<file path="config.mk">
export PLATFORM = sky130hd
export DESIGN_NAME = amp_shutdown_fault_regs
export DESIGN_NICKNAME = d
export VERILOG_FILES = /design/src/amp_ctrl_pkg.sv /design/src/level_threshold_decoder.sv /design/src/amp_shutdown_fault_regs.sv
export SDC_FILE = /design/constraint.sdc
export NUM_CORES = 1
export LEC_CHECK = 0
export BUFFER_PORTS_ARGS = -buffer_cell sky130_fd_sc_hd__buf_2
export CELL_PAD_IN_SITES_DETAIL_PLACEMENT = 1
export CELL_PAD_IN_SITES_GLOBAL_PLACEMENT = 1
export CORE_MARGIN = 1.5
export CORE_UTILIZATION = 39
export DETAILED_ROUTE_END_ITERATION = 16
export GPL_ROUTABILITY_DRIVEN = 0
export PLACE_DENSITY = 0.79
export SYNTH_ARGS = -nofsm -noshare
export SYNTH_HDL_FRONTEND = slang
export SYNTH_SLANG_ARGS = --single-unit
</file>
<file path="constraint.sdc">
create_clock -name clock -period 2.11 [get_ports clock]
set_input_delay 0.422 -clock clock [delete_from_list [all_inputs] [get_ports clock]]
set_output_delay 0.422 -clock clock [all_outputs]
set_load 0.05 [all_outputs]
</file>
<file path="src/amp_ctrl_pkg.sv">
// Constants shared by the amplifier control and status register bank
package amp_ctrl_pkg;

    // ========================================================================
    // Register addresses
    localparam logic [7:0] ADDR_MODE_CTRL = 8'h02;
    localparam logic [7:0] ADDR_LEVEL_CTRL = 8'h04;
    localparam logic [7:0] ADDR_CHANNEL_POWER_DOWN = 8'h05;
    localparam logic [7:0] ADDR_FAULT_FLAGS = 8'h06;
    localparam logic [7:0] ADDR_FAULT_CLEAR_CMD = 8'h07;
    localparam logic [7:0] ADDR_SOFT_RESET_CMD = 8'h08;

    // ========================================================================
    // Values after reset
    localparam logic [7:0] RST_MODE_CTRL = 8'h0c;
    localparam logic [7:0] RST_LEVEL_CTRL = 8'h4b;
    localparam logic [1:0] RST_POWER_DOWN = 2'h3;
    localparam logic [3:0] RST_FAULT_FLAGS = 4'h0;
    localparam logic [7:0] READ_ZERO = 8'h00;

    // ========================================================================
    // Field positions
    localparam int MODE_OC_RECOVER_BIT = 3;
    localparam int MODE_OT_RECOVER_BIT = 2;
    localparam int LEVEL_FIXED_SEL_BIT = 4;
    localparam int LEVEL_CODE_MSB = 3;
    localparam int PD_RIGHT_BIT = 1;
    localparam int PD_LEFT_BIT = 0;
    localparam int FLAG_RIGHT_OC_BIT = 3;
    localparam int FLAG_LEFT_OC_BIT = 2;
    localparam int FLAG_OT_WARN_BIT = 1;
    localparam int FLAG_OT_ERR_BIT = 0;

    // ========================================================================
    // Fault input synchroniser
    localparam int FAULT_COUNT = 4;
    localparam logic [FAULT_COUNT-1:0] SYNC_RESET = 4'h0;

endpackage

</file>
<file path="src/level_threshold_decoder.sv">
// Decodes the level threshold code into a supply share or a fixed power
`timescale 1ns/1ps
module level_threshold_decoder
    import amp_ctrl_pkg::*;
(
    input wire logic [3:0] levelThresholdCode,
    input wire logic thresholdFixedPowerSel,
    output logic [6:0] thresholdPercent,
    output logic [7:0] thresholdPower8Ohm,
    output logic [7:0] thresholdPower4Ohm,
    output logic [7:0] thresholdLimit
);

    // ========================================================================
    // Tables, indexed by code; powers in hundredths of a watt
    localparam logic [6:0] PERCENT_TABLE [16] = '{
        7'd64, 7'd66, 7'd67, 7'd69, 7'd70, 7'd72, 7'd74, 7'd76,
        7'd78, 7'd80, 7'd83, 7'd85, 7'd88, 7'd90, 7'd93, 7'd96};
    localparam logic [7:0] POWER8_TABLE [16] = '{
        8'd42, 8'd46, 8'd50, 8'd54, 8'd59, 8'd63, 8'd68, 8'd73,
        8'd78, 8'd83, 8'd89, 8'd95, 8'd100, 8'd106, 8'd113, 8'd119};
    localparam logic [7:0] POWER4_TABLE [16] = '{
        8'd84, 8'd92, 8'd100, 8'd109, 8'd117, 8'd127, 8'd136, 8'd146,
        8'd156, 8'd167, 8'd178, 8'd189, 8'd201, 8'd213, 8'd225, 8'd238};

    assign thresholdPercent = PERCENT_TABLE[levelThresholdCode]; // RULE1
    assign thresholdPower8Ohm = POWER8_TABLE[levelThresholdCode]; // RULE1
    assign thresholdPower4Ohm = POWER4_TABLE[levelThresholdCode]; // RULE1
    // Mode picks which interpretation the limiter uses
    assign thresholdLimit = thresholdFixedPowerSel ? thresholdPower8Ohm
                                                   : {1'b0, thresholdPercent}; // RULE1 RULE12

endmodule

</file>
<file path="src/amp_shutdown_fault_regs.sv">
// Control and status register bank: shutdown, fault flags, commands
//
// Notes on behaviour
// (RULE1) Threshold code decodes to sixteen limits, two modes
// (RULE2) Shutdown bit 1 powers down right, resets 1
// (RULE3) Shutdown bit 0 powers down left, resets 1
// (RULE4) Error register read-only, upper nibble zero
// (RULE5) Bit 3 flags right overcurrent when recovery enabled
// (RULE6) Bit 2 flags left overcurrent when recovery enabled
// (RULE7) Bit 1 flags overtemperature warning, recovery enabled
// (RULE8) Bit 0 flags overtemperature error, recovery enabled
// (RULE9) Error-clear write releases a latched error
// (RULE10) Reset write restores every control register default
// (RULE11) Mode bits 3,2 enable auto recovery, reset 1
// (RULE12) Level bit 4 selects fixed power mode
// (RULE13) Command writes ignore data, read back zero
`timescale 1ns/1ps
module amp_shutdown_fault_regs
    import amp_ctrl_pkg::*;
(
    input wire logic clock,
    input wire logic rst_b,
    input wire logic [7:0] regAddr,
    input wire logic [7:0] regWrData,
    input wire logic regWrEn,
    input wire logic regRdEn,
    output logic [7:0] regRdData,
    output logic regRdValid,
    input wire logic rightOvercurrentIn,
    input wire logic leftOvercurrentIn,
    input wire logic overtempWarningIn,
    input wire logic overtempErrorIn,
    output logic rightPowerDown,
    output logic leftPowerDown,
    output logic overtempWarnActive,
    output logic [3:0] levelThresholdCode,
    output logic thresholdFixedPowerSel,
    output logic [6:0] thresholdPercent,
    output logic [7:0] thresholdPower8Ohm,
    output logic [7:0] thresholdPower4Ohm,
    output logic [7:0] thresholdLimit
);

    // ========================================================================
    // Storage
    logic [7:0] modeCtrl_r;
    logic [7:0] modeCtrl_nxt;
    logic [7:0] levelCtrl_r;
    logic [7:0] levelCtrl_nxt;
    logic [1:0] powerDown_r;
    logic [1:0] powerDown_nxt;
    logic [3:0] faultFlags_r;
    logic [3:0] faultFlags_nxt;
    logic [2:0] faultHold_r;
    logic [2:0] faultHold_nxt;
    logic [FAULT_COUNT-1:0] sync1_r;
    logic [FAULT_COUNT-1:0] sync2_r;
    logic [FAULT_COUNT-1:0] sync3_r;
    logic [FAULT_COUNT-1:0] faultSeen_r;
    logic [FAULT_COUNT-1:0] faultSeen_nxt;
    logic [7:0] rdData_r;
    logic [7:0] rdData_nxt;
    logic rdValid_r;

    // ========================================================================
    // Address decode
    wire writeMode = regWrEn && (regAddr == ADDR_MODE_CTRL);
    wire writeLevel = regWrEn && (regAddr == ADDR_LEVEL_CTRL);
    wire writePowerDown = regWrEn && (regAddr == ADDR_CHANNEL_POWER_DOWN);
    // Data is ignored: any write to these addresses fires the command
    wire clearCmd = regWrEn && (regAddr == ADDR_FAULT_CLEAR_CMD); // RULE13
    wire softResetCmd = regWrEn && (regAddr == ADDR_SOFT_RESET_CMD); // RULE13

    wire ocRecover = modeCtrl_r[MODE_OC_RECOVER_BIT]; // RULE11
    wire otRecover = modeCtrl_r[MODE_OT_RECOVER_BIT]; // RULE11

    // ========================================================================
    // Fault input filtering
    // A change is accepted only once the second and third stages agree
    wire [FAULT_COUNT-1:0] rawFault = {rightOvercurrentIn, leftOvercurrentIn,
                                       overtempWarningIn, overtempErrorIn};
    wire [FAULT_COUNT-1:0] syncAgree = ~(sync2_r ^ sync3_r);
    assign faultSeen_nxt = (syncAgree & sync3_r) | (~syncAgree & faultSeen_r);

    wire rightOc = faultSeen_r[FLAG_RIGHT_OC_BIT];
    wire leftOc = faultSeen_r[FLAG_LEFT_OC_BIT];
    wire otWarn = faultSeen_r[FLAG_OT_WARN_BIT];
    wire otErr = faultSeen_r[FLAG_OT_ERR_BIT];

    // ========================================================================
    // Fault flags
    // With recovery on, a flag follows its detector so it clears by itself
    assign faultFlags_nxt[FLAG_RIGHT_OC_BIT] = rightOc && ocRecover; // RULE5
    assign faultFlags_nxt[FLAG_LEFT_OC_BIT] = leftOc && ocRecover; // RULE6
    assign faultFlags_nxt[FLAG_OT_WARN_BIT] = otWarn && otRecover; // RULE7
    assign faultFlags_nxt[FLAG_OT_ERR_BIT] = otErr && otRecover; // RULE8

    // With recovery off, an overcurrent or overtemperature error holds its channel(s) down until cleared.
    // A fault still present during the clear keeps the hold set.
    wire [2:0] holdSet = {rightOc && !ocRecover, leftOc && !ocRecover,
                          otErr && !otRecover};
    wire holdRelease = clearCmd || softResetCmd; // RULE9
    assign faultHold_nxt = holdSet | (holdRelease ? 3'h0 : faultHold_r); // RULE9

    // ========================================================================
    // Control register next values
    // The soft reset command takes priority over a plain write
    assign modeCtrl_nxt = softResetCmd ? RST_MODE_CTRL :
                          writeMode ? regWrData : modeCtrl_r; // RULE10 RULE11
    assign levelCtrl_nxt = softResetCmd ? RST_LEVEL_CTRL :
                           writeLevel ? regWrData : levelCtrl_r; // RULE10 RULE12
    assign powerDown_nxt = softResetCmd ? RST_POWER_DOWN :
                           writePowerDown ? regWrData[1:0] : powerDown_r; // RULE10

    // ========================================================================
    // Read multiplexer
    wire [7:0] readMux = (regAddr == ADDR_MODE_CTRL) ? modeCtrl_r :
                         (regAddr == ADDR_LEVEL_CTRL) ? levelCtrl_r :
                         (regAddr == ADDR_CHANNEL_POWER_DOWN) ? {6'h00, powerDown_r} :
                         (regAddr == ADDR_FAULT_FLAGS) ? {4'h0, faultFlags_r} : // RULE4
                         READ_ZERO; // RULE13
    assign rdData_nxt = regRdEn ? readMux : rdData_r;

    // ========================================================================
    // Flip-flops
    always_ff @(posedge clock) begin
        if (!rst_b) begin
            sync1_r <= SYNC_RESET;
            sync2_r <= SYNC_RESET;
            sync3_r <= SYNC_RESET;
            faultSeen_r <= SYNC_RESET;
        end else begin
            sync1_r <= rawFault;
            sync2_r <= sync1_r;
            sync3_r <= sync2_r;
            faultSeen_r <= faultSeen_nxt;
        end
    end

    always_ff @(posedge clock) begin
        if (!rst_b) begin
            modeCtrl_r <= RST_MODE_CTRL; // RULE11
            levelCtrl_r <= RST_LEVEL_CTRL;
            powerDown_r <= RST_POWER_DOWN; // RULE2 RULE3
        end else begin
            modeCtrl_r <= modeCtrl_nxt;
            levelCtrl_r <= levelCtrl_nxt;
            powerDown_r <= powerDown_nxt;
        end
    end

    always_ff @(posedge clock) begin
        if (!rst_b) begin
            faultFlags_r <= RST_FAULT_FLAGS; // RULE4
            faultHold_r <= 3'h0;
        end else begin
            faultFlags_r <= faultFlags_nxt;
            faultHold_r <= faultHold_nxt;
        end
    end

    always_ff @(posedge clock) begin
        if (!rst_b) begin
            rdData_r <= READ_ZERO;
            rdValid_r <= 1'b0;
        end else begin
            rdData_r <= rdData_nxt;
            rdValid_r <= regRdEn;
        end
    end

    // ========================================================================
    // Outputs
    assign regRdData = rdData_r;
    assign regRdValid = rdValid_r;
    // A live or held overcurrent shuts its channel; a live or held overtemperature error shuts both
    assign rightPowerDown = powerDown_r[PD_RIGHT_BIT] || rightOc || otErr
                            || faultHold_r[2] || faultHold_r[0]; // RULE2
    assign leftPowerDown = powerDown_r[PD_LEFT_BIT] || leftOc || otErr
                           || faultHold_r[1] || faultHold_r[0]; // RULE3
    assign overtempWarnActive = otWarn;
    assign levelThresholdCode = levelCtrl_r[LEVEL_CODE_MSB:0];
    assign thresholdFixedPowerSel = levelCtrl_r[LEVEL_FIXED_SEL_BIT]; // RULE12

    level_threshold_decoder thresholdDecoder (
        .levelThresholdCode(levelThresholdCode),
        .thresholdFixedPowerSel(thresholdFixedPowerSel),
        .thresholdPercent(thresholdPercent),
        .thresholdPower8Ohm(thresholdPower8Ohm),
        .thresholdPower4Ohm(thresholdPower4Ohm),
        .thresholdLimit(thresholdLimit)
    );

endmodule

</file>
## Yosys cells after proc, flatten, opt, wreduce, memory -nomap -nowiden

Memory sizes are Yosys's and may differ from the RTL's.
Index checks and enable logic that the tools add are counted.

| word-level totals | value |
|---|---|
| memories kept | 3 |
| memory bits (read-only) | 368 |
| logic and storage cells | 66 |
| register bits | 50 |
| input bits | 24 |
| output and inout port bits | 48 |

Memories:

| memory | depth | width | read ports | clocked after Yosys merged registers in | write ports | RTL line | source |
|---|---|---|---|---|---|---|---|
| (name not given) | 16 | 8 | 1 | 0 | 0 | level_threshold_decoder.sv:28 | `assign thresholdPower4Ohm = POWER4_TABLE[levelThresholdCode];` |
| (name not given) | 16 | 8 | 1 | 0 | 0 | level_threshold_decoder.sv:27 | `assign thresholdPower8Ohm = POWER8_TABLE[levelThresholdCode];` |
| (name not given) | 16 | 7 | 1 | 0 | 0 | level_threshold_decoder.sv:26 | `assign thresholdPercent = PERCENT_TABLE[levelThresholdCode];` |

| operators by class | value |
|---|---|
| $lt $le $gt $ge | 1 |
| mux-type cells | 12 |
| bitwise logic cells | 9 |
| reduce and logical (&&, ||, !) cells | 24 |
| equal/unequal tests | 6 |

Operators by type and width:

| kind | number |
|---|---|
| two-way mux 8 bit | 7 |
| equality test 8 x 3 -> 1 bit, second input constant | 4 |
| two-way mux 7 bit | 2 |
| logical AND 1 bit | 12 |
| logical OR 1 bit | 9 |
| bitwise AND 4 bit | 2 |
| equality test 8 x 2 -> 1 bit, second input constant | 1 |
| equality test 8 x 4 -> 1 bit, second input constant | 1 |
| two-way mux 4 bit | 2 |
| NOT 4 bit | 2 |
| greater-or-equal comparator 5 bit, second input constant | 1 |
| NOT 4 -> 5 bit | 1 |
| bitwise OR 4 bit | 1 |
| bitwise XOR 4 bit | 1 |
| two-way mux 3 bit | 1 |
| bitwise OR 3 bit | 1 |
| zero test 1 bit | 2 |
| OR reduction 2 bit | 1 |
| NOT 1 bit | 1 |

## Longest topological paths before layout

| depth | value |
|---|---|
| depth in word-level cells | 5 |
| depth in mapped cells | 6 |
| gate-level depth less buffers | 6 |

## Modules after synthesis

From an unflattened synthesis, not the netlist that was laid out.

| second synthesis, totals | value |
|---|---|
| cells, all modules | 288 |
| area, all modules | 2561.2 um^2 |

Modules (own cells, without submodules):

| module | instances | sequential area each (um^2) | area an instance (um^2) | cells an instance |
|---|---|---|---|---|
| amp_shutdown_fault_regs | 1 | 1001.0 | 1901.8 | 191 |
| level_threshold_decoder | 1 | 0.0 | 659.4 | 97 |

## Least setup slack after synthesis

No wires, ideal clock.

| timing | value |
|---|---|
| path type | register -> output |
| from | register levelCtrl_r[1] |
| to | output port thresholdLimit[2] |
| arrival | 2.928 ns |
| cell stages (with the launch flop) | 6 |
| path buffers | 0 |
| required time | 1.688 ns |
| path slack | -1.240 ns |
| cells stage by stage | dfxtp_1 -> inv_1 -> ha_1 -> mux2i_1 -> a21boi_0 -> mux2_2 |

| on the way | value |
|---|---|
| longest elaborated chain between the ends | 5 |
| elaborated cells between the ends (all ways) | 8 |
| classes of those cells | mux (5); bitwise (1); memory (2) |

Ends and longest elaborated chain:

| element | RTL line | source |
|---|---|---|
| start: declaration | amp_shutdown_fault_regs.sv:48 | `logic [7:0] levelCtrl_r;` |
| start signal: assignment | amp_shutdown_fault_regs.sv:147 | `levelCtrl_r <= levelCtrl_nxt;` |
| NOT 4 -> 5 bit (not written as such) (*) | level_threshold_decoder.sv:26, level_threshold_decoder.sv:27 |  |
| memory (16 x 7 bit) or memory (16 x 8 bit) (tied branches) | n/a |  |
| two-way mux 7 bit (not written as such) or two-way mux 8 bit (tied branches) (2 in a row) | level_threshold_decoder.sv:26, level_threshold_decoder.sv:27 |  |
| two-way mux 8 bit (*) | level_threshold_decoder.sv:30 | `assign thresholdLimit = thresholdFixedPowerSel ? thresholdPower8Ohm` |
| end: declaration | amp_shutdown_fault_regs.sv:41 | `output logic [7:0] thresholdLimit` |

Every way passes the cells marked *; elsewhere a longest branch is shown, timed or not. The select of a mux whose other input is x is not followed.

## Final worst setup path

Same ends and word-level chain as after synthesis.

==> flow_summary.ini <==
[die]
rows = 29
die_y_microns = 84.4
die_width_microns = 84.4
die-area_sq_um = 7120
core-area_sq_um = 6390
ios = 72
start_util_pct = 40.5

[clock_tree]
clk_pin_slew_ns = 0.10
cts_max_level = 2
cts_buffers = 5
clkSinkCount = 50
cts_tree = yes
cts_root_buf = clkbuf_8
clock_latency_ns = 0.31
cts_max_path_buffers = 2

[hold_path]
worstHoldStart = rightOvercurrentIn
hold_end = sync1_r[3]
hp-class = input port to flip-flop
whs_path_depth = 2

[route]
drt-total-wl_mm = 7.61
via_count = 2271
via_per_inst = 5.27
wl_per_cell_microns = 17.7
drtIter0Drc = 58
detail_route.drc_violations = 0
drtPass1Iterations = 4
final_antenna_net_count = 0

[yosys]
syn_area_sq_um = 2580
synthCells = 281
async_flop_share_pct = 0
ys_seq_elements = 50
synthSimpleGateAreaFrac_pct = 21.6
synth_mux_area_share_pct = 12.0
yosysWarnings = 0
synth_xor_area_share_pct = 0.339
synth_top_family_by_area = simple AND/OR/NAND/NOR gates
syn_avg_cell_area_sq_um = 9.19
synth_fa_ha_area_share_pct = 5.33
synth_edf_count = 0
synth-seq-area-share_pct = 38.7
synth_compound_area_share_pct = 14.1
synthFlopType = dfxtp_1
synth_cell_types = 42

[timing]
min_period_over_period_pct = 105
finalSetupTns_ns = -0.261
hold_viol = 0
tightest_slew_ns = 0.506
fmax_mhz = 452
layout_setup_ws_ns = -0.104
rsz0062_at_grt = true
finClkSkew_ns = 0.0148
setup_viol = 5
slew-limit-headroom_pct = 66.2
fin_crit_ns = 2.21
slew_viol_final = 0

[run_status]
violations = setup timing
outcome = finished, violations left

[worst_setup_path]
worstPathCellList = inv_4 -> ha_4 -> mux2i_2 -> a21boi_4 -> mux2_4 -> buf_8
cpMaxStageDelayCell = dfxtp_4
required_ns = 1.69
max_stage_delay_ns = 0.39
worstReg2RegEnd = regRdData[3]
worstSetupPathType = flip-flop to primary output
reg2regPathDepth = 5
end_kind = primary output
crit_fanout = 5
critPathLaunchType = flip-flop
reg2reg_from = levelCtrl_r[3]
rrSetupSlack_ns = 0.80
crit_arrival_ns = 1.79

[cells_and_area]
final_common_cell = buf_2
final_cell_count_no_fill = 431
fin_nets = 388
drive_above_1_share_pct = 42.9
insertedDiodeCount = 0
final_cell_mix = buf_2, dfxtp_1, nand2_1, buf_4, mux2i_1
syn_to_final_growth_pct = 36.1
nFillCells = 726

[global_routing]
grt_max_degree = 20
grt-ovfl-total = 0
grt_pass1_wl_mm = 12.0
grt_pass1_vias = 2315
grt_antenna_before_repair = 0
grt_usage_pct = 21.1

[power_and_ir_drop]
p_leak_nw = 1.62
peakVddDrop_mv = 0.362
p_per_area_nw_per_um2 = 514
power_mw = 1.81

[place]
dp.cells = 412
pre_cts_slack_ns = 0.0561
hpwlAfterDp_mm = 5.12
io_buffers = 68

[run]
drv_cap = 0
[cell type report]
cell class | instances | area (sq um) | area share (%)
Sequential cell | 50 | 1010 | 28.8
Tap cell | 77 | 96.3 | 2.74
Clock buffer | 6 | 82.6 | 2.35
Multi-Input combinational cell | 197 | 1630 | 46.3
Timing Repair Buffer | 92 | 621 | 17.6
Inverter | 7 | 36.3 | 1.03
Clock inverter | 2 | 38.8 | 1.10
[repair_timing]
| item | 4_1_cts | 5_1_grt |
|---|---|---|
| endpoints found under the setup margin | 18 | 16 |
| buffers inserted | 6 | 5 |
| hold buffers | 0 | 0 |
| gates resized for setup | 49 | 21 |
| pin swaps | 7 | 1 |
[cell families (layout without fill, tap and decap cells)]
kind of cell             Yosys count  count (layout)
AO/OA/AOI/OAI                     52              52
adder cells (fa/ha/maj)           11              11
buffers and inverters             35             107
AND/OR/NAND/NOR                  100             100
multiplexers                      30              30
XOR/XNOR                           1               1
flip-flops                        50              50
other                              2               3
[sequential cells by signal (all words and copies together), names as in the netlist, named ones only]
name and flops:
faultFlags_r 4, faultHold_r 3, levelCtrl_r 8, modeCtrl_r 8, powerDown_r 2, regRdData 8
regRdValid 1, sync1_r 4, sync2_r 4, sync3_r 4
[per-stage QoR]
| stage | instance area (sq um) | utilization, % | hold WS, ns |
|---|---|---|---|
| after floorplan | 2690 | - | 0.412 |
| after global placement | 3070 | 48.0 | 0.414 |
| after detailed placement | 3070 | 48.0 | 0.426 |
| after CTS | 3400 | 53.3 | 0.303 |
| after global routing | 3520 | 55.1 | 0.301 |
| final | 3520 | 55.1 | 0.309 |
[routing by layer]
metal	up-vias	global-route usage, %	wire length, microns
met2	64	36.9	3950
met4	0	7.48	143
met5	-	0	0
met3	12	3.54	304
met1	1087	26.4	3210
li1	1108	-	-
[worst max-delay path by stage]
| stage | start | to | slack [ns] | cells after the start |
|---|---|---|---|---|
| 2_1_floorplan | levelCtrl_r[0] | thresholdLimit[1] | -0.23 | 5 |
| 3_3_place_gp | levelCtrl_r[1] | thresholdLimit[2] | 0.11 | 7 |
| 3_5_place_dp | levelCtrl_r[0] | thresholdLimit[1] | 0.06 | 7 |
| 4_1_cts | levelCtrl_r[1] | thresholdLimit[2] | -0.04 | 7 |
| 5_1_grt | levelCtrl_r[1] | thresholdLimit[2] | -0.14 | 6 |
| 6_report | levelCtrl_r[1] | thresholdLimit[2] | -0.10 | 6 |
[cell usage after synthesis, types with 3 or more instances]
master | instances | share of area [%]
a21boi_0 | 11 | 3.2
a21oi_1 | 7 | 1.4
a22o_1 | 8 | 2.7
and2_1 | 14 | 3.4
and3_1 | 6 | 1.5
buf_2 | 6 | 1.2
buf_4 | 13 | 3.8
clkbuf_1 | 8 | 1.2
dfxtp_1 | 50 | 39
ha_1 | 11 | 5.3
inv_1 | 6 | 0.87
mux2_2 | 8 | 3.5
mux2i_1 | 22 | 8.5
nand2_1 | 22 | 3.2
nand2b_1 | 9 | 2.2
nand3_1 | 8 | 1.5
nand3b_1 | 3 | 0.87
nor2_1 | 16 | 2.3
nor2b_1 | 7 | 1.7
nor3_1 | 3 | 0.58
o211ai_1 | 3 | 0.87
o21a_1 | 3 | 0.87
o21ai_0 | 9 | 1.7
o22ai_1 | 3 | 0.73
[worst max-delay path, delay by kind of cell (launching register included)]
| kind | cells | cell delay, ns |
|---|---|---|
| muxes | 2 | 0.53 |
| DFF | 1 | 0.39 |
| AOI/OAI and AO/OA | 1 | 0.10 |
| buffers and inverters | 2 | 0.20 |
| adders and majority gates | 1 | 0.26 |
[power by group]
group | total (mW) | leakage [nW] | internal (mW) | switching, mW
logic | 0.133 | 1.15 | 0.0506 | 0.0828
clock network | 0.719 | 0.0618 | 0.390 | 0.329
registers | 0.955 | 0.405 | 0.950 | 0.00442
Power figures use the tool's default switching activity.
